$ cat src/shared/dac_consts.vh
`ifndef DAC_CONSTS_VH
`define DAC_CONSTS_VH

// Channel code width and landmark codes
`define CODE_W            6
`define CODE_MIN          6'h00
`define CODE_MID          6'h20
`define CODE_MAX          6'h3f

// Master clock
`define CLK_HZ            100000000
`define CLK_PERIOD_NS     10

// Pushbutton timing: debounce 12.8 ms, repeat delay 410 ms, repeat rate 19.5 Hz (in tenths of Hz)
`define DEB_TIME_NS       12800000
`define REPEAT_DELAY_NS   410000000
`define REPEAT_FREQ_DHZ   195

// The same pushbutton timing as master-clock counts: debounce, delay, one repeat period rounded down
`define DEB_COUNT           21'd1280000
`define REPEAT_DELAY_COUNT  26'd41000000
`define REPEAT_PERIOD_COUNT 26'd5128205

// One PWM slot for a 5 kHz period of 64 slots
`define SLOT_TIME_NS      3125
`define SLOT_CYCLES       9'd312

// Synchroniser settle cycles before the mode is sampled after reset
`define SETTLE_CYCLES     2'h3

`endif

$ cat src/core/dac_pwm_core.v
`include "dac_consts.vh"

// Converter core: two channels share one slot counter and one shutdown path
module dac_pwm_core #(
  // Timing in master clocks; short counts may be given to shorten simulation
  parameter [20:0] DEB_CYCLES           = `DEB_COUNT,
  parameter [25:0] REPEAT_DELAY_CYCLES  = `REPEAT_DELAY_COUNT,
  parameter [25:0] REPEAT_PERIOD_CYCLES = `REPEAT_PERIOD_COUNT
) (
  // Clock and reset
  input  wire mclk_in,
  input  wire rst_in,
  // Step inputs and their floating senses
  input  wire chan1_step_input_in,
  input  wire chan1_step_float_in,
  input  wire chan2_step_input_in,
  input  wire chan2_step_float_in,
  // Shutdown, active low
  input  wire sleep_n_in,
  // PWM outputs with output enables
  output reg  chan1_pulse_out,
  output reg  chan1_pulse_oe_out,
  output reg  chan2_pulse_out,
  output reg  chan2_pulse_oe_out,
  // Selected interface mode
  output reg  pushbutton_mode_out
);

  // Shared shutdown, mode and slot state
  reg        sleep_meta;
  reg        awake;
  reg  [1:0] settle_cnt;
  reg        mode_valid;
  reg  [8:0] slot_div;
  reg  [5:0] slot_idx;

  // Pins gathered into per-channel vectors, channel 1 in the low bits
  wire [1:0]  step_lvl;
  wire [1:0]  step_flt;
  wire [1:0]  lvl_sync;
  wire [1:0]  flt_sync;
  wire [11:0] code;
  wire        step_ok;

  assign step_lvl = {chan2_step_input_in, chan1_step_input_in};
  assign step_flt = {chan2_step_float_in, chan1_step_float_in};
  assign step_ok  = mode_valid & awake;

  // Saturating step in pushbutton mode, wrapping increment in pulse mode
  // Down steps never wrap: pulse mode only ever counts up
  function [5:0] step_code;
    input [5:0] c;
    input       wrap;
    input       up;
    begin
      if (up) begin
        if (c == `CODE_MAX && !wrap) begin
          step_code = c;
        end else begin
          step_code = c + 6'h01;
        end
      end else begin
        if (c == `CODE_MIN) begin
          step_code = c;
        end else begin
          step_code = c - 6'h01;
        end
      end
    end
  endfunction

  // Slot compare shared by both channels; code zero is never high, 63 is high 63 of 64 slots
  function duty_high;
    input [5:0] idx;
    input [5:0] c;
    begin
      duty_high = (idx < c);
    end
  endfunction

  // Shutdown pin synchroniser
  // The pins release three edges after the pin falls, two of them spent in synchronising
  always @(posedge mclk_in or posedge rst_in) begin
    if (rst_in) begin
      sleep_meta <= 1'b0;
      awake      <= 1'b0;
    end else begin
      sleep_meta <= sleep_n_in;
      awake      <= sleep_meta;
    end
  end

  // Mode is sampled once, after the synchronisers have filled, and held until the next reset
  // Steps are refused until then, so a pin still settling cannot count
  always @(posedge mclk_in or posedge rst_in) begin
    if (rst_in) begin
      settle_cnt          <= 2'h0;
      mode_valid          <= 1'b0;
      pushbutton_mode_out <= 1'b0;
    end else if (!mode_valid) begin
      if (settle_cnt == `SETTLE_CYCLES) begin
        mode_valid          <= 1'b1;
        pushbutton_mode_out <= flt_sync[0] & flt_sync[1];
      end else begin
        settle_cnt <= settle_cnt + 2'h1;
      end
    end
  end

  // Free-running slot counter; parked while asleep so a wake starts a clean period
  // 312 clocks a slot and 64 slots give a period near 5 kHz at 100 MHz
  always @(posedge mclk_in or posedge rst_in) begin
    if (rst_in) begin
      slot_div <= 9'd0;
      slot_idx <= 6'h00;
    end else if (!awake) begin
      slot_div <= 9'd0;
      slot_idx <= 6'h00;
    end else if (slot_div == `SLOT_CYCLES - 9'd1) begin
      slot_div <= 9'd0;
      slot_idx <= slot_idx + 6'h01;
    end else begin
      slot_div <= slot_div + 9'd1;
    end
  end

  // Output drivers: compare against the code, release the pins in shutdown
  // The level is forced low as well so a released pin never shows a stale high
  always @(posedge mclk_in or posedge rst_in) begin
    if (rst_in) begin
      chan1_pulse_out    <= 1'b0;
      chan2_pulse_out    <= 1'b0;
      chan1_pulse_oe_out <= 1'b0;
      chan2_pulse_oe_out <= 1'b0;
    end else begin
      chan1_pulse_out    <= awake & duty_high(slot_idx, code[5:0]);
      chan2_pulse_out    <= awake & duty_high(slot_idx, code[11:6]);
      chan1_pulse_oe_out <= awake;
      chan2_pulse_oe_out <= awake;
    end
  end

  // One copy of the step logic per channel
  genvar ch;
  generate
    for (ch = 0; ch < 2; ch = ch + 1) begin : chan
      reg        prev_lvl;
      reg  [1:0] prev_press;
      reg  [25:0] rep_timer;
      reg  [5:0] code_q;
      wire [1:0] pr;
      wire       pulse_edge;
      wire       new_press;

      // Edge and new-press detectors against last cycle's history
      assign pulse_edge = lvl_sync[ch] & ~prev_lvl;
      assign new_press  = pr[1] & (pr != prev_press);
      assign code[6*ch+5:6*ch] = code_q;

      // Each channel owns its pin conditioning
      step_sense #(
        .DEB_CYCLES (DEB_CYCLES)
      ) u_sense (
        .mclk_in        (mclk_in),
        .rst_in         (rst_in),
        .level_in       (step_lvl[ch]),
        .float_in       (step_flt[ch]),
        .level_sync_out (lvl_sync[ch]),
        .float_sync_out (flt_sync[ch]),
        .press_out      (pr)
      );

      // Code register and repeat timer; history tracks even while asleep
      // so a level change during shutdown cannot fire a step on wake
      always @(posedge mclk_in or posedge rst_in) begin
        if (rst_in) begin
          prev_lvl   <= 1'b0;
          prev_press <= 2'b00;
          rep_timer  <= 26'd0;
          code_q     <= `CODE_MID;
        end else begin
          prev_lvl   <= lvl_sync[ch];
          prev_press <= pr;
          if (!step_ok) begin
            rep_timer <= REPEAT_DELAY_CYCLES - 26'd1;
          end else if (!pushbutton_mode_out) begin
            // Pulse mode counts rising edges only
            if (pulse_edge) begin
              code_q <= step_code(code_q, 1'b1, 1'b1);
            end
          end else if (new_press) begin
            // First step lands on the edge after the press is debounced
            code_q    <= step_code(code_q, 1'b0, pr[0]);
            rep_timer <= REPEAT_DELAY_CYCLES - 26'd1;
          end else if (pr[1]) begin
            // Held press: wait out the delay, then step at the repeat rate
            if (rep_timer == 26'd0) begin
              code_q    <= step_code(code_q, 1'b0, pr[0]);
              rep_timer <= REPEAT_PERIOD_CYCLES - 26'd1;
            end else begin
              rep_timer <= rep_timer - 26'd1;
            end
          end
        end
      end
    end
  endgenerate

endmodule

$ cat src/core/step_sense.v
`include "dac_consts.vh"

module step_sense #(
  parameter [20:0] DEB_CYCLES = `DEB_COUNT
) (
  // Clock and reset
  input  wire       mclk_in,
  input  wire       rst_in,
  // Raw pin and its floating sense
  input  wire       level_in,
  input  wire       float_in,
  // Synchronised and debounced views
  output reg        level_sync_out,
  output reg        float_sync_out,
  output reg  [1:0] press_out
);

  reg        level_meta;
  reg        float_meta;
  reg  [1:0] cand_q;
  reg  [20:0] stable_cnt;
  wire [1:0] cand;

  // Two-stage synchronisers; the first stage feeds nothing else
  always @(posedge mclk_in or posedge rst_in) begin
    if (rst_in) begin
      level_meta     <= 1'b0;
      level_sync_out <= 1'b0;
      float_meta     <= 1'b0;
      float_sync_out <= 1'b0;
    end else begin
      level_meta     <= level_in;
      level_sync_out <= level_meta;
      float_meta     <= float_in;
      float_sync_out <= float_meta;
    end
  end

  // Press code: 00 released, 10 held low, 11 held high
  assign cand = float_sync_out ? 2'b00 : {1'b1, level_sync_out};

  // Any change restarts the stability count, so bounces never reach the output
  always @(posedge mclk_in or posedge rst_in) begin
    if (rst_in) begin
      cand_q     <= 2'b00;
      stable_cnt <= 21'd0;
      press_out  <= 2'b00;
    end else if (cand != cand_q) begin
      cand_q     <= cand;
      stable_cnt <= 21'd0;
    end else if (stable_cnt == DEB_CYCLES - 21'd1) begin
      press_out  <= cand_q;
    end else begin
      stable_cnt <= stable_cnt + 21'd1;
    end
  end

endmodule

$ cat config.mk
export PLATFORM = sky130hd
export DESIGN_NAME = dac_pwm_core
export DESIGN_NICKNAME = d
export VERILOG_FILES = /design/src/core/dac_pwm_core.v /design/src/core/step_sense.v
export VERILOG_INCLUDE_DIRS = /design/src /design/src/shared
export SDC_FILE = /design/constraint.sdc
export NUM_CORES = 1
export LEC_CHECK = 0
export BUFFER_PORTS_ARGS = -buffer_cell sky130_fd_sc_hd__buf_2
export CORE_MARGIN = 3
export CORE_UTILIZATION = 63
export CTS_CLUSTER_DIAMETER = 120
export DETAILED_ROUTE_END_ITERATION = 10
export PLACE_DENSITY = 0.79
export RECOVER_POWER = 100
export SLEW_MARGIN = 20
export SYNTH_ARGS = -nofsm -noshare
export SYNTH_HDL_FRONTEND = slang
export SYNTH_SLANG_ARGS = --single-unit
$ cat constraint.sdc
create_clock -name mclk_in -period 6.25 [get_ports mclk_in]
set_clock_uncertainty 0.2 [all_clocks]
set_input_delay 0.3125 -clock mclk_in [delete_from_list [all_inputs] [get_ports mclk_in]]
set_output_delay 0.3125 -clock mclk_in [all_outputs]
set_load 0.1 [all_outputs]
==> results of run 1 <==
-- path summary, 6_finish.rpt --
| kind | startpoint | endpoint | depth (start not counted) |
|---|---|---|---|
| worst max-delay path | rst_in | slot_idx[4]$_DFFE_PP0P_ | 4 |
| worst min-delay path | chan[1].u_sense.float_meta$_DFF_PP0_ | chan[1].u_sense.float_sync_out$_DFF_PP0_ | 0 |
| worst max register to register | chan[0].rep_timer[0]$_DFFE_PP0P_ | chan[0].rep_timer[13]$_DFFE_PP0P_ | 8 |
| worst min register to register | chan[1].u_sense.float_meta$_DFF_PP0_ | chan[1].u_sense.float_sync_out$_DFF_PP0_ | 0 |
| max in group mclk_in | chan[0].rep_timer[0]$_DFFE_PP0P_ | chan[0].rep_timer[13]$_DFFE_PP0P_ | 8 |
| min in group asynchronous | rst_in | chan[1].u_sense.stable_cnt[14]$_DFFE_PP0N_ | 3 |
-- per-layer routing --
metal  track usage  vias up  routed length, um
li1              -     2934                  -
met1         0.322     3013               7130
met2         0.404      159               8300
met3        0.0538       26                734
met4        0.0813        0                227
met5             0        -                  0
-- final cells by class --
class	instances	area [um^2]
clock buffer	19	443
clock inverter	10	149
fill	879	3470
inverter	36	136
multi-input combinational	600	3820
sequential	152	3810
tap	168	210
timing repair buffer	20	126
-- placed cells by master, fill, tap and decap left out, drive strengths merged, types with 17 or more instances in the layout --
| master | instances |
|---|---|
| dfrtp | 150 |
| nand3 | 37 |
| nor4 | 21 |
| clkbuf | 26 |
| xor2 | 24 |
| xnor2 | 53 |
| nand4 | 17 |
| nor3 | 26 |
| o21ai | 38 |
| a21oi | 57 |
| inv | 36 |
| ha | 23 |
| nand2 | 46 |
| nor2 | 88 |
-- power by group --
group	leakage, nW	switching [mW]	internal, mW
Combinational	1.33	0.180	0.109
Sequential	1.88	0.0516	1.04
Clock	0.282	0.402	0.635
Total	3.50	0.634	1.78
-- critical path, cell delays in order --
cell           delay, ns
dlygate4sd3_1       0.53
clkbuf_1            0.10
clkinvlp_2          1.82
buf_4               0.96
-- metrics by stage --
| stage | worst slack (ns) | utilization | power, mW |
|---|---|---|---|
| floorplan | 1.65 | - | 1.32 |
| global placement | 3.41 | 0.664 | 1.37 |
| detailed placement | 3.32 | 0.664 | 1.39 |
| CTS | 3.21 | 0.718 | 2.43 |
| global route | 2.06 | 0.715 | 2.51 |
| finish | 2.68 | 0.715 | 2.41 |
-- sequential cells by signal, indices dropped and copies added, names as in the netlist --
register	count
awake	1
pushbutton_mode_out	1
chan.u_sense.level_sync_out	2
slot_div	9
chan.u_sense.stable_cnt	42
chan.u_sense.level_meta	2
slot_idx	6
chan.u_sense.float_meta	2
mode_valid	1
chan.u_sense.float_sync_out	2
settle_cnt	2
chan.prev_lvl	2
chan.u_sense.cand_q	4
chan2_pulse_oe_out	1
chan.prev_press	4
chan.code_q	12
chan.u_sense.press_out	4
chan.rep_timer	52
chan2_pulse_out	1
chan1_pulse_out	1
sleep_meta	1
-- logic make-up (layout without fill, tap and decap cells) --
logic type | count (synthesis) | count (layout)
buffers and inverters | 66 | 85
xor gates and xnor gates | 77 | 77
adders and majority gates | 23 | 23
and+or+nand+nor | 323 | 323
muxes | 13 | 13
AOI/OAI and AO/OA | 164 | 164
DFF | 152 | 152
-- repair_timing --
| action | CTS | global route |
|---|---|---|
| endpoints found under the setup margin | 0 | 0 |
| endpoints found under the hold margin | 77 | 0 |
| hold buffers | 6 | 0 |
==> reports/qor.csv, run 1 <==
metric,value,unit
ys_warn_count,0,
wirelength,16400,um
rsz0062_at_grt,no,
drive_above_1_share,0.0705,
dr.pass1.iters,5,
synth_top_family_by_area,simple AND/OR/NAND/NOR gates,
yosysMostFrequentCell,dfrtp_1,
grt_max_degree,79,
cts-buffers-inserted,17,
diodes,0,
synthMuxAreaShare,0.0176,
cts_tree,built,
cts.sinks,152,
slew_headroom,-1.19,
worst_ep_arrival_time,3.79,ns
ir_drop,0.283,mV
synth.area.top_cells,"dfrtp_1, xnor2_1, nor2_1",
finalCritPeriodShare,0.571,
violations,"capacitance limit, slew limit",
fin_cells,1005,
start_util,0.650,
finalNetCount,857,
syn_area_per_cell,9.66,um^2
postRouteAntennaNets,0,
dp_hpwl,10700,um
numPortBuffers,11,
yosysTopAreaCellShare,0.475,
numPlacedInstances,970,
rrSetupSlack,2.75,ns
synth_cell_types,66,
post-route-cell-area,8690,um^2
drv_cap,1,
holdWs,0.150,ns
vias,6132,
grt_util_all_layers,0.244,
post_cts_buffers,0,
clk_pin_slew_worst_paths,0.06,ns
cts-root-buf,clkbuf_16,
outcome,"complete, but fails checks",
antenna_found_initial,0,
wire_per_inst,16.3,um
die_w,118,um
synth_fa_ha_area_frac,0.0364,
coreArea,12200,um^2
ios,12,
area.growth.synth_to_final,9.99,%
drt_iter0_drc,583,
path_class,input port to async pin,
synth_commonest_cells,"dfrtp_1, nor2_1, a21oi_1",
cts_max_path_buffers,2,
max_freq,280,MHz
hp-class,register to register,
fin_tns_setup,0,ns
critPathCaptureType,async pin,
synth_compound_area_frac,0.134,
syn_nets,848,
fp-row-count,40,
worst_pin_slew,3.27,ns
p_leak,3.50,nW
viasPerCell,6.10,
yosys.area_share.simple,0.213,
async_flop_share,1.00,
ys.flop_type,dfrtp_1,
finalHoldViolations,0,
placed_area,8080,um^2
grt-ovfl-total,0,
netlist_area,7910,um^2
power-per-cell-area,278,nW/um^2
synth_edf_count,0,
setup_viol,0,
die_h,118,um
ys_seq_elements,152,
gp_congestion,0.894,
drc,0,
start_kind,input port,
cts_resized,0,
clkLatencyLatePin,0.43,ns
cp.required,6.47,ns
syn_inst,818,
critical_path_peak_fanout,78,
grt_pass1_vias,5997,
yosys.area.top_type,dfrtp_1,
grt_pass1_wl,28100,um
finalCriticalPeriod,3.57,ns
slew_viol_final,76,
htree_levels,4,
yosysSeqAreaShare,0.481,
synth-xor-area-share,0.0853,
die_area,13900,um^2
Power figures use the tool's default switching activity.
==> inputs of run 2 (changes only) <==
==> constraint.sdc (replaced) <==
create_clock -name mclk_in -period 3.6 [get_ports mclk_in]
set_clock_uncertainty 0.2 [all_clocks]
set_input_delay 0.18 -clock mclk_in [delete_from_list [all_inputs] [get_ports mclk_in]]
set_output_delay 0.18 -clock mclk_in [all_outputs]
set_load 0.1 [all_outputs]
==> run 2 against run 1 <==
  * The run still ends with capacitance limit, slew limit left
  * Largest power group is now clock
  * Via count is 1.4% higher
  * Highest routed layer unchanged
  * Combinational power is 80% higher
  * Sequential power is 73% higher
==> reports/qor.csv, run 2 (synthesis gave the netlist of run 1 again) <==
metric,value,unit,change
outcome,"complete, but fails checks",,
violations,"capacitance limit, slew limit",,
viasPerCell,6.15,,+0.75%
postRouteAntennaNets,0,,unchanged
antenna_found_initial,0,,unchanged
largest_register_ffs,52,,unchanged
fin_cells,1011,,+0.60%
diodes,0,,unchanged
rsz0062_at_grt,no,,
gp_congestion,0.872,,-2.4%
area.growth.synth_to_final,11.0,%,
drive_above_1_share,0.0783,,+0.00780
clkLatencyLatePin,0.43,ns,about the same
placed_area,8130,um^2,+0.57%
postLayoutCoreUtil,0.721,,+0.00648
worst_pin_slew,2.03,ns,-1.24 ns
ir_drop,0.660,mV,+130%
final_common_cell,dfrtp_1,,
start_util,0.650,,unchanged
pre_cts_ws,0.820,ns,-2.50 ns
critical_path_peak_fanout,10,,-87%
p_leak,3.53,nW,+1.1%
max_stage_delay,0.63,ns,-1.19 ns
drv_cap,2,,+1
wirelength,17100,um,+4.2%
cts-buffers-inserted,17,,unchanged
final_cell_mix,"dfrtp_1, nor2_1, a21oi_1",,
grt-ovfl-total,0,,unchanged
dr.pass1.iters,5,,unchanged
finalCritPeriodShare,0.862,,
crit_slowest_cell,o21ai_1,,
totalPowerFinal,4.32,mW,+79%
r2r_cells,7,,-1
grt_util_all_layers,0.256,,+0.0113
seqCellArea,3810,um^2,unchanged
post-route-cell-area,8770,um^2,+0.91%
start_kind,register,,
fin_tns_setup,0,ns,unchanged
clk_pin_slew_worst_paths,0.06,ns,about the same
setup_viol,0,,unchanged
critical_path_buf_inv_count,1,,-3
critPathLaunch,chan[1].rep_timer[0]$_DFFE_PP0P_,,
drc,0,,unchanged
worst_ep_arrival_time,3.18,ns,-0.61 ns
largestRegisters,"chan.rep_timer x52, chan.u_sense.stable_cnt x42, chan.code_q x12",,
dp_hpwl,11200,um,+4.8%
cts_tree,built,,
post_cts_buffers,0,,unchanged
ios,12,,unchanged
max_freq,322,MHz,
regMostFlops,chan.rep_timer,,
wire_per_inst,16.9,um,+3.6%
grt_pass1_vias,6321,,+5.4%
cp.required,3.67,ns,-2.80 ns
hp-class,input port to async pin,,
critPathCaptureType,register,,
die_w,118,um,unchanged
power-per-cell-area,492,nW/um^2,+77%
vias,6215,,+1.4%
htree_levels,4,,unchanged
cp_cell_sequence,"inv_1, ha_1, or3b_1, or2_0, o31a_2, o21ai_1, nor2_1",,
holdWs,0.0355,ns,-0.115 ns
finalHoldViolations,0,,unchanged
slew_headroom,-0.355,,+0.836
setup_slack,0.498,ns,-2.18 ns
cts-root-buf,clkbuf_16,,
fillerInstances,865,,-1.6%
cts.sinks,152,,unchanged
finalCriticalPeriod,3.10,ns,
drt_iter0_drc,535,,-8.2%
numPlacedInstances,973,,+0.31%
crit_family,compound AO/OA/AOI/OAI gates,,
multi_input_area,3830,um^2,+0.29%
grt_pass1_wl,29200,um,+3.8%
numPortBuffers,11,,unchanged
coreArea,12200,um^2,unchanged
die_h,118,um,unchanged
slew_viol_final,148,,+95%
fp-row-count,40,,unchanged
grt_max_degree,85,,+7.6%
die_area,13900,um^2,unchanged
path_depth,7,,+3
path_class,register to register,,
finalNetCount,860,,+0.35%
cts_resized,0,,unchanged
regToRegStartpoint,chan[1].rep_timer[0]$_DFFE_PP0P_,,
cts_max_path_buffers,2,,unchanged
run 2: cell count changes in the layout (fill, tap and decap cells not counted), moves of 2 or more:
cell and delta:
o21ai_1 +2, clkbuf_2 +2, clkbuf_8 +2, clkinv_4 -2, o21ai_0 -2, clkinv_2 +2
run 2: path summary, 6_finish.rpt:
| kind | to | slack, ns |
|---|---|---|
| min in group mclk_in | chan[0].u_sense.float_sync_out$_DFF_PP0_ | 0.15 |
| worst max register to register | chan[1].rep_timer[13]$_DFFE_PP0P_ | 0.50 |
| worst min register to register | chan[0].u_sense.float_sync_out$_DFF_PP0_ | 0.15 |
| worst min-delay path | chan[0].u_sense.stable_cnt[7]$_DFFE_PP0N_ | 0.04 |
| max in group asynchronous | chan[1].rep_timer[15]$_DFFE_PP0P_ | 0.94 |
| worst max-delay path | chan[1].rep_timer[13]$_DFFE_PP0P_ | 0.50 |
run 2: worst reg2reg max path: cells and delay by family, from the launching register on:
family	cells	cell delay, ns
adders and majority gates	1	0.18
DFF	1	0.39
buffers and inverters	1	0.11
and+or+nand+nor	3	1.01
AOI/OAI and AO/OA	2	1.06
run 2: routing by layer:
metal / global-route usage / vias to the layer above / part of all wire
met5: 0 / - / 0
met4: 0.103 / 0 / 0.024
met3: 0.0625 / 40 / 0.038
met2: 0.437 / 175 / 0.51
met1: 0.313 / 3061 / 0.42
li1: - / 2939 / -
run 2: timing repair:
action | in CTS | in global routing
hold buffers | 6 | 0
hold endpoints to repair | 155 | 0
setup endpoints to repair | 0 | 0
run 2: cell type report:
class,instances,area share
clock buffer,21,0.0536
clock inverter,11,0.0194
inverter,36,0.0155
multi-input combinational,600,0.437
sequential,152,0.434
tap,168,0.0240
timing repair buffer,23,0.0165
run 2: where the power goes:
part / internal, mW / total, mW / switching [mW]
registers: 1.80 / 1.89 / 0.0914
clock network: 1.21 / 1.91 / 0.695
logic: 0.191 / 0.520 / 0.330
total: 3.20 / 4.32 / 1.12
==> inputs of run 3 (changes only) <==
==> constraint.sdc (replaced) <==
create_clock -name mclk_in -period 3.5 [get_ports mclk_in]
set_clock_uncertainty 0.2 [all_clocks]
set_input_delay 0.175 -clock mclk_in [delete_from_list [all_inputs] [get_ports mclk_in]]
set_output_delay 0.175 -clock mclk_in [all_outputs]
set_load 0.1 [all_outputs]
==> run 3 against run 2 <==
  * Flip-flop and latch count stayed put
  * Sequential power is 3% higher
  * Final cell count is 0.20% higher
  * Critical path type unchanged
  * Register-to-register slack worse by 0.03 ns
  * The flow still finishes with violations (capacitance limit, slew limit)
==> reports/qor.csv, run 3 (synthesis gave the netlist of run 1 again) <==
metric,value,unit,change
outcome,"complete, but fails checks",,
violations,"capacitance limit, slew limit",,
p_seq_frac,0.454,,+0.016
die_area,13900,um^2,unchanged
path_depth,7,,unchanged
antenna_found_initial,0,,unchanged
max_freq,330,MHz,+2.3%
die_w,118,um,unchanged
drv_cap,1,,-1
largestRegisters,"chan.rep_timer x52, chan.u_sense.stable_cnt x42, chan.code_q x12",,
worst_pin_slew,1.72,ns,-0.308 ns
dr.pass1.iters,6,,+1
cts-root-buf,clkbuf_16,,
finalCritPeriodShare,0.866,,+0.00477
max_stage_delay,0.57,ns,-0.06 ns
p_leak,3.52,nW,-0.44%
grt_pass1_wl,29000,um,-0.50%
fin_tns_setup,0,ns,unchanged
crit_path_end,chan[1].rep_timer[7]$_DFFE_PP0P_,,
grt-ovfl-total,0,,unchanged
critPathCaptureType,register,,
final_cell_mix,"dfrtp_1, nor2_1, a21oi_1",,
cp_cell_sequence,"inv_1, ha_1, or3b_1, or2_0, o31a_2, o21ai_1, nor2_1",,
coreArea,12200,um^2,unchanged
postRouteAntennaNets,0,,unchanged
start_util,0.650,,unchanged
p_int,3.10,mW,-3.3%
slew_viol_final,40,,-73%
vias,6295,,+1.3%
gp_congestion,0.900,,+3.2%
r2r_cells,7,,unchanged
grt_util_all_layers,0.252,,-0.00330
finalCriticalPeriod,3.03,ns,-0.0695 ns
hp-class,register to register,,
critPathLaunch,chan[1].rep_timer[1]$_DFFE_PP0P_,,
numPortBuffers,11,,unchanged
p_sw,1.18,mW,+6.0%
ir_drop,0.520,mV,-21%
clkLatencyLatePin,0.43,ns,about the same
cts_tree,built,,
rsz0062_at_grt,no,,
ios,12,,unchanged
clkPwrFrac,0.423,,-0.019
final_common_cell,dfrtp_1,,
cts-buffers-inserted,17,,unchanged
die_h,118,um,unchanged
diodes,0,,unchanged
cp.required,3.59,ns,-0.08 ns
regMostFlops,chan.rep_timer,,
viasPerCell,6.21,,+1.1%
dp_hpwl,11200,um,about the same
totalPowerFinal,4.28,mW,-0.90%
grt_pass1_vias,6242,,-1.2%
drc,0,,unchanged
clk_pin_slew_worst_paths,0.06,ns,about the same
path_class,register to register,,
start_kind,register,,
slew_headroom,-0.156,,+0.199
htree_levels,4,,unchanged
setup_viol,0,,unchanged
wire_per_inst,17.0,um,+0.71%
reg2reg_to,chan[1].rep_timer[7]$_DFFE_PP0P_,,
cts.sinks,152,,unchanged
area.growth.synth_to_final,10.2,%,
largest_register_ffs,52,,unchanged
critical_path_buf_inv_count,1,,unchanged
power-per-cell-area,491,nW/um^2,-0.22%
rrSetupSlack,0.47,ns,-0.03 ns
finalHoldViolations,0,,unchanged
post_cts_buffers,0,,unchanged
cts_max_path_buffers,2,,unchanged
comb_power_share,0.123,,+0.003
fp-row-count,40,,unchanged
crit_slowest_cell,o21ai_1,,
wirelength,17200,um,+0.91%
grt_max_degree,83,,-2.4%
finalNetCount,864,,+0.47%
drt_iter0_drc,597,,+12%
regToRegStartpoint,chan[1].rep_timer[1]$_DFFE_PP0P_,,
crit_family,simple AND/OR/NAND/NOR gates,,
worst_ep_arrival_time,3.12,ns,-0.06 ns
drive_above_1_share,0.0781,,-0.000185
critical_path_peak_fanout,10,,unchanged
switching_share,0.276,,+0.0181
==> run 3: cell count changes in the layout (fill, tap and decap cells not counted), sizes merged <==
cell and delta:
inv +5, buf +3, clkbuf -3, bufinv -2
clkinvlp -1
==> run 3: metal layers <==
layer  wire, um  part of all wire  GRT usage
met4        394             0.023     0.0908
met2       8740              0.51      0.428
met5          0                 0          0
met1       7350              0.43      0.320
met3        760             0.044     0.0548
==> run 3: power by group through the flow <==
stage	combinational [mW]	sequential (mW)	clock, mW
after CTS	0.539	1.94	1.82
final	0.525	1.94	1.81
after global routing	0.594	1.96	1.90
after global placement	0.495	1.96	0
after detailed placement	0.528	1.97	0
after floorplan	0.371	1.99	0
==> run 3: what timing repair did <==
item                                   4_1_cts  5_1_grt
setup endpoints to repair                    0        0
hold buffers                                 6        0
gates resized for setup                      0        0
endpoints found under the hold margin       41        0
==> run 3: cell type report <==
class	instances	area, um^2
sequential	152	3810
inverter	36	136
multi-input combinational	600	3820
clock inverter	13	146
tap	168	210
fill	867	3450
clock buffer	17	425
timing repair buffer	27	173
==> run 3: per-stage QoR <==
step	hold slack (ns)	utilization	setup slack (ns)	area, um^2	instances
2_1_floorplan	0.00643	-	0.797	7910	818
3_3_place_gp	0.0833	0.670	0.724	8140	977
3_5_place_dp	0.0848	0.670	0.624	8140	977
4_1_cts	0.149	0.722	0.574	8780	1013
5_1_grt	0.168	0.716	0.279	8710	1013
6_report	0.147	0.716	0.468	8710	1013
==> run 3: worst min-delay path by stage <==
stage               slack [ns]  cells after the start                                        to                            startpoint
global route              0.17                      0                           awake$_DFF_PP0_                  sleep_meta$_DFF_PP0_
detailed placement        0.08                      1      chan[1].u_sense.level_meta$_DFF_PP0_                   chan2_step_input_in
floorplan                0.006                      0      chan[0].u_sense.float_meta$_DFF_PP0_                   chan1_step_float_in
finish                    0.15                      0  chan[0].u_sense.float_sync_out$_DFF_PP0_  chan[0].u_sense.float_meta$_DFF_PP0_
global placement          0.08                      1      chan[1].u_sense.float_meta$_DFF_PP0_                   chan2_step_float_in
CTS                       0.15                      0  chan[0].u_sense.level_sync_out$_DFF_PP0_  chan[0].u_sense.level_meta$_DFF_PP0_
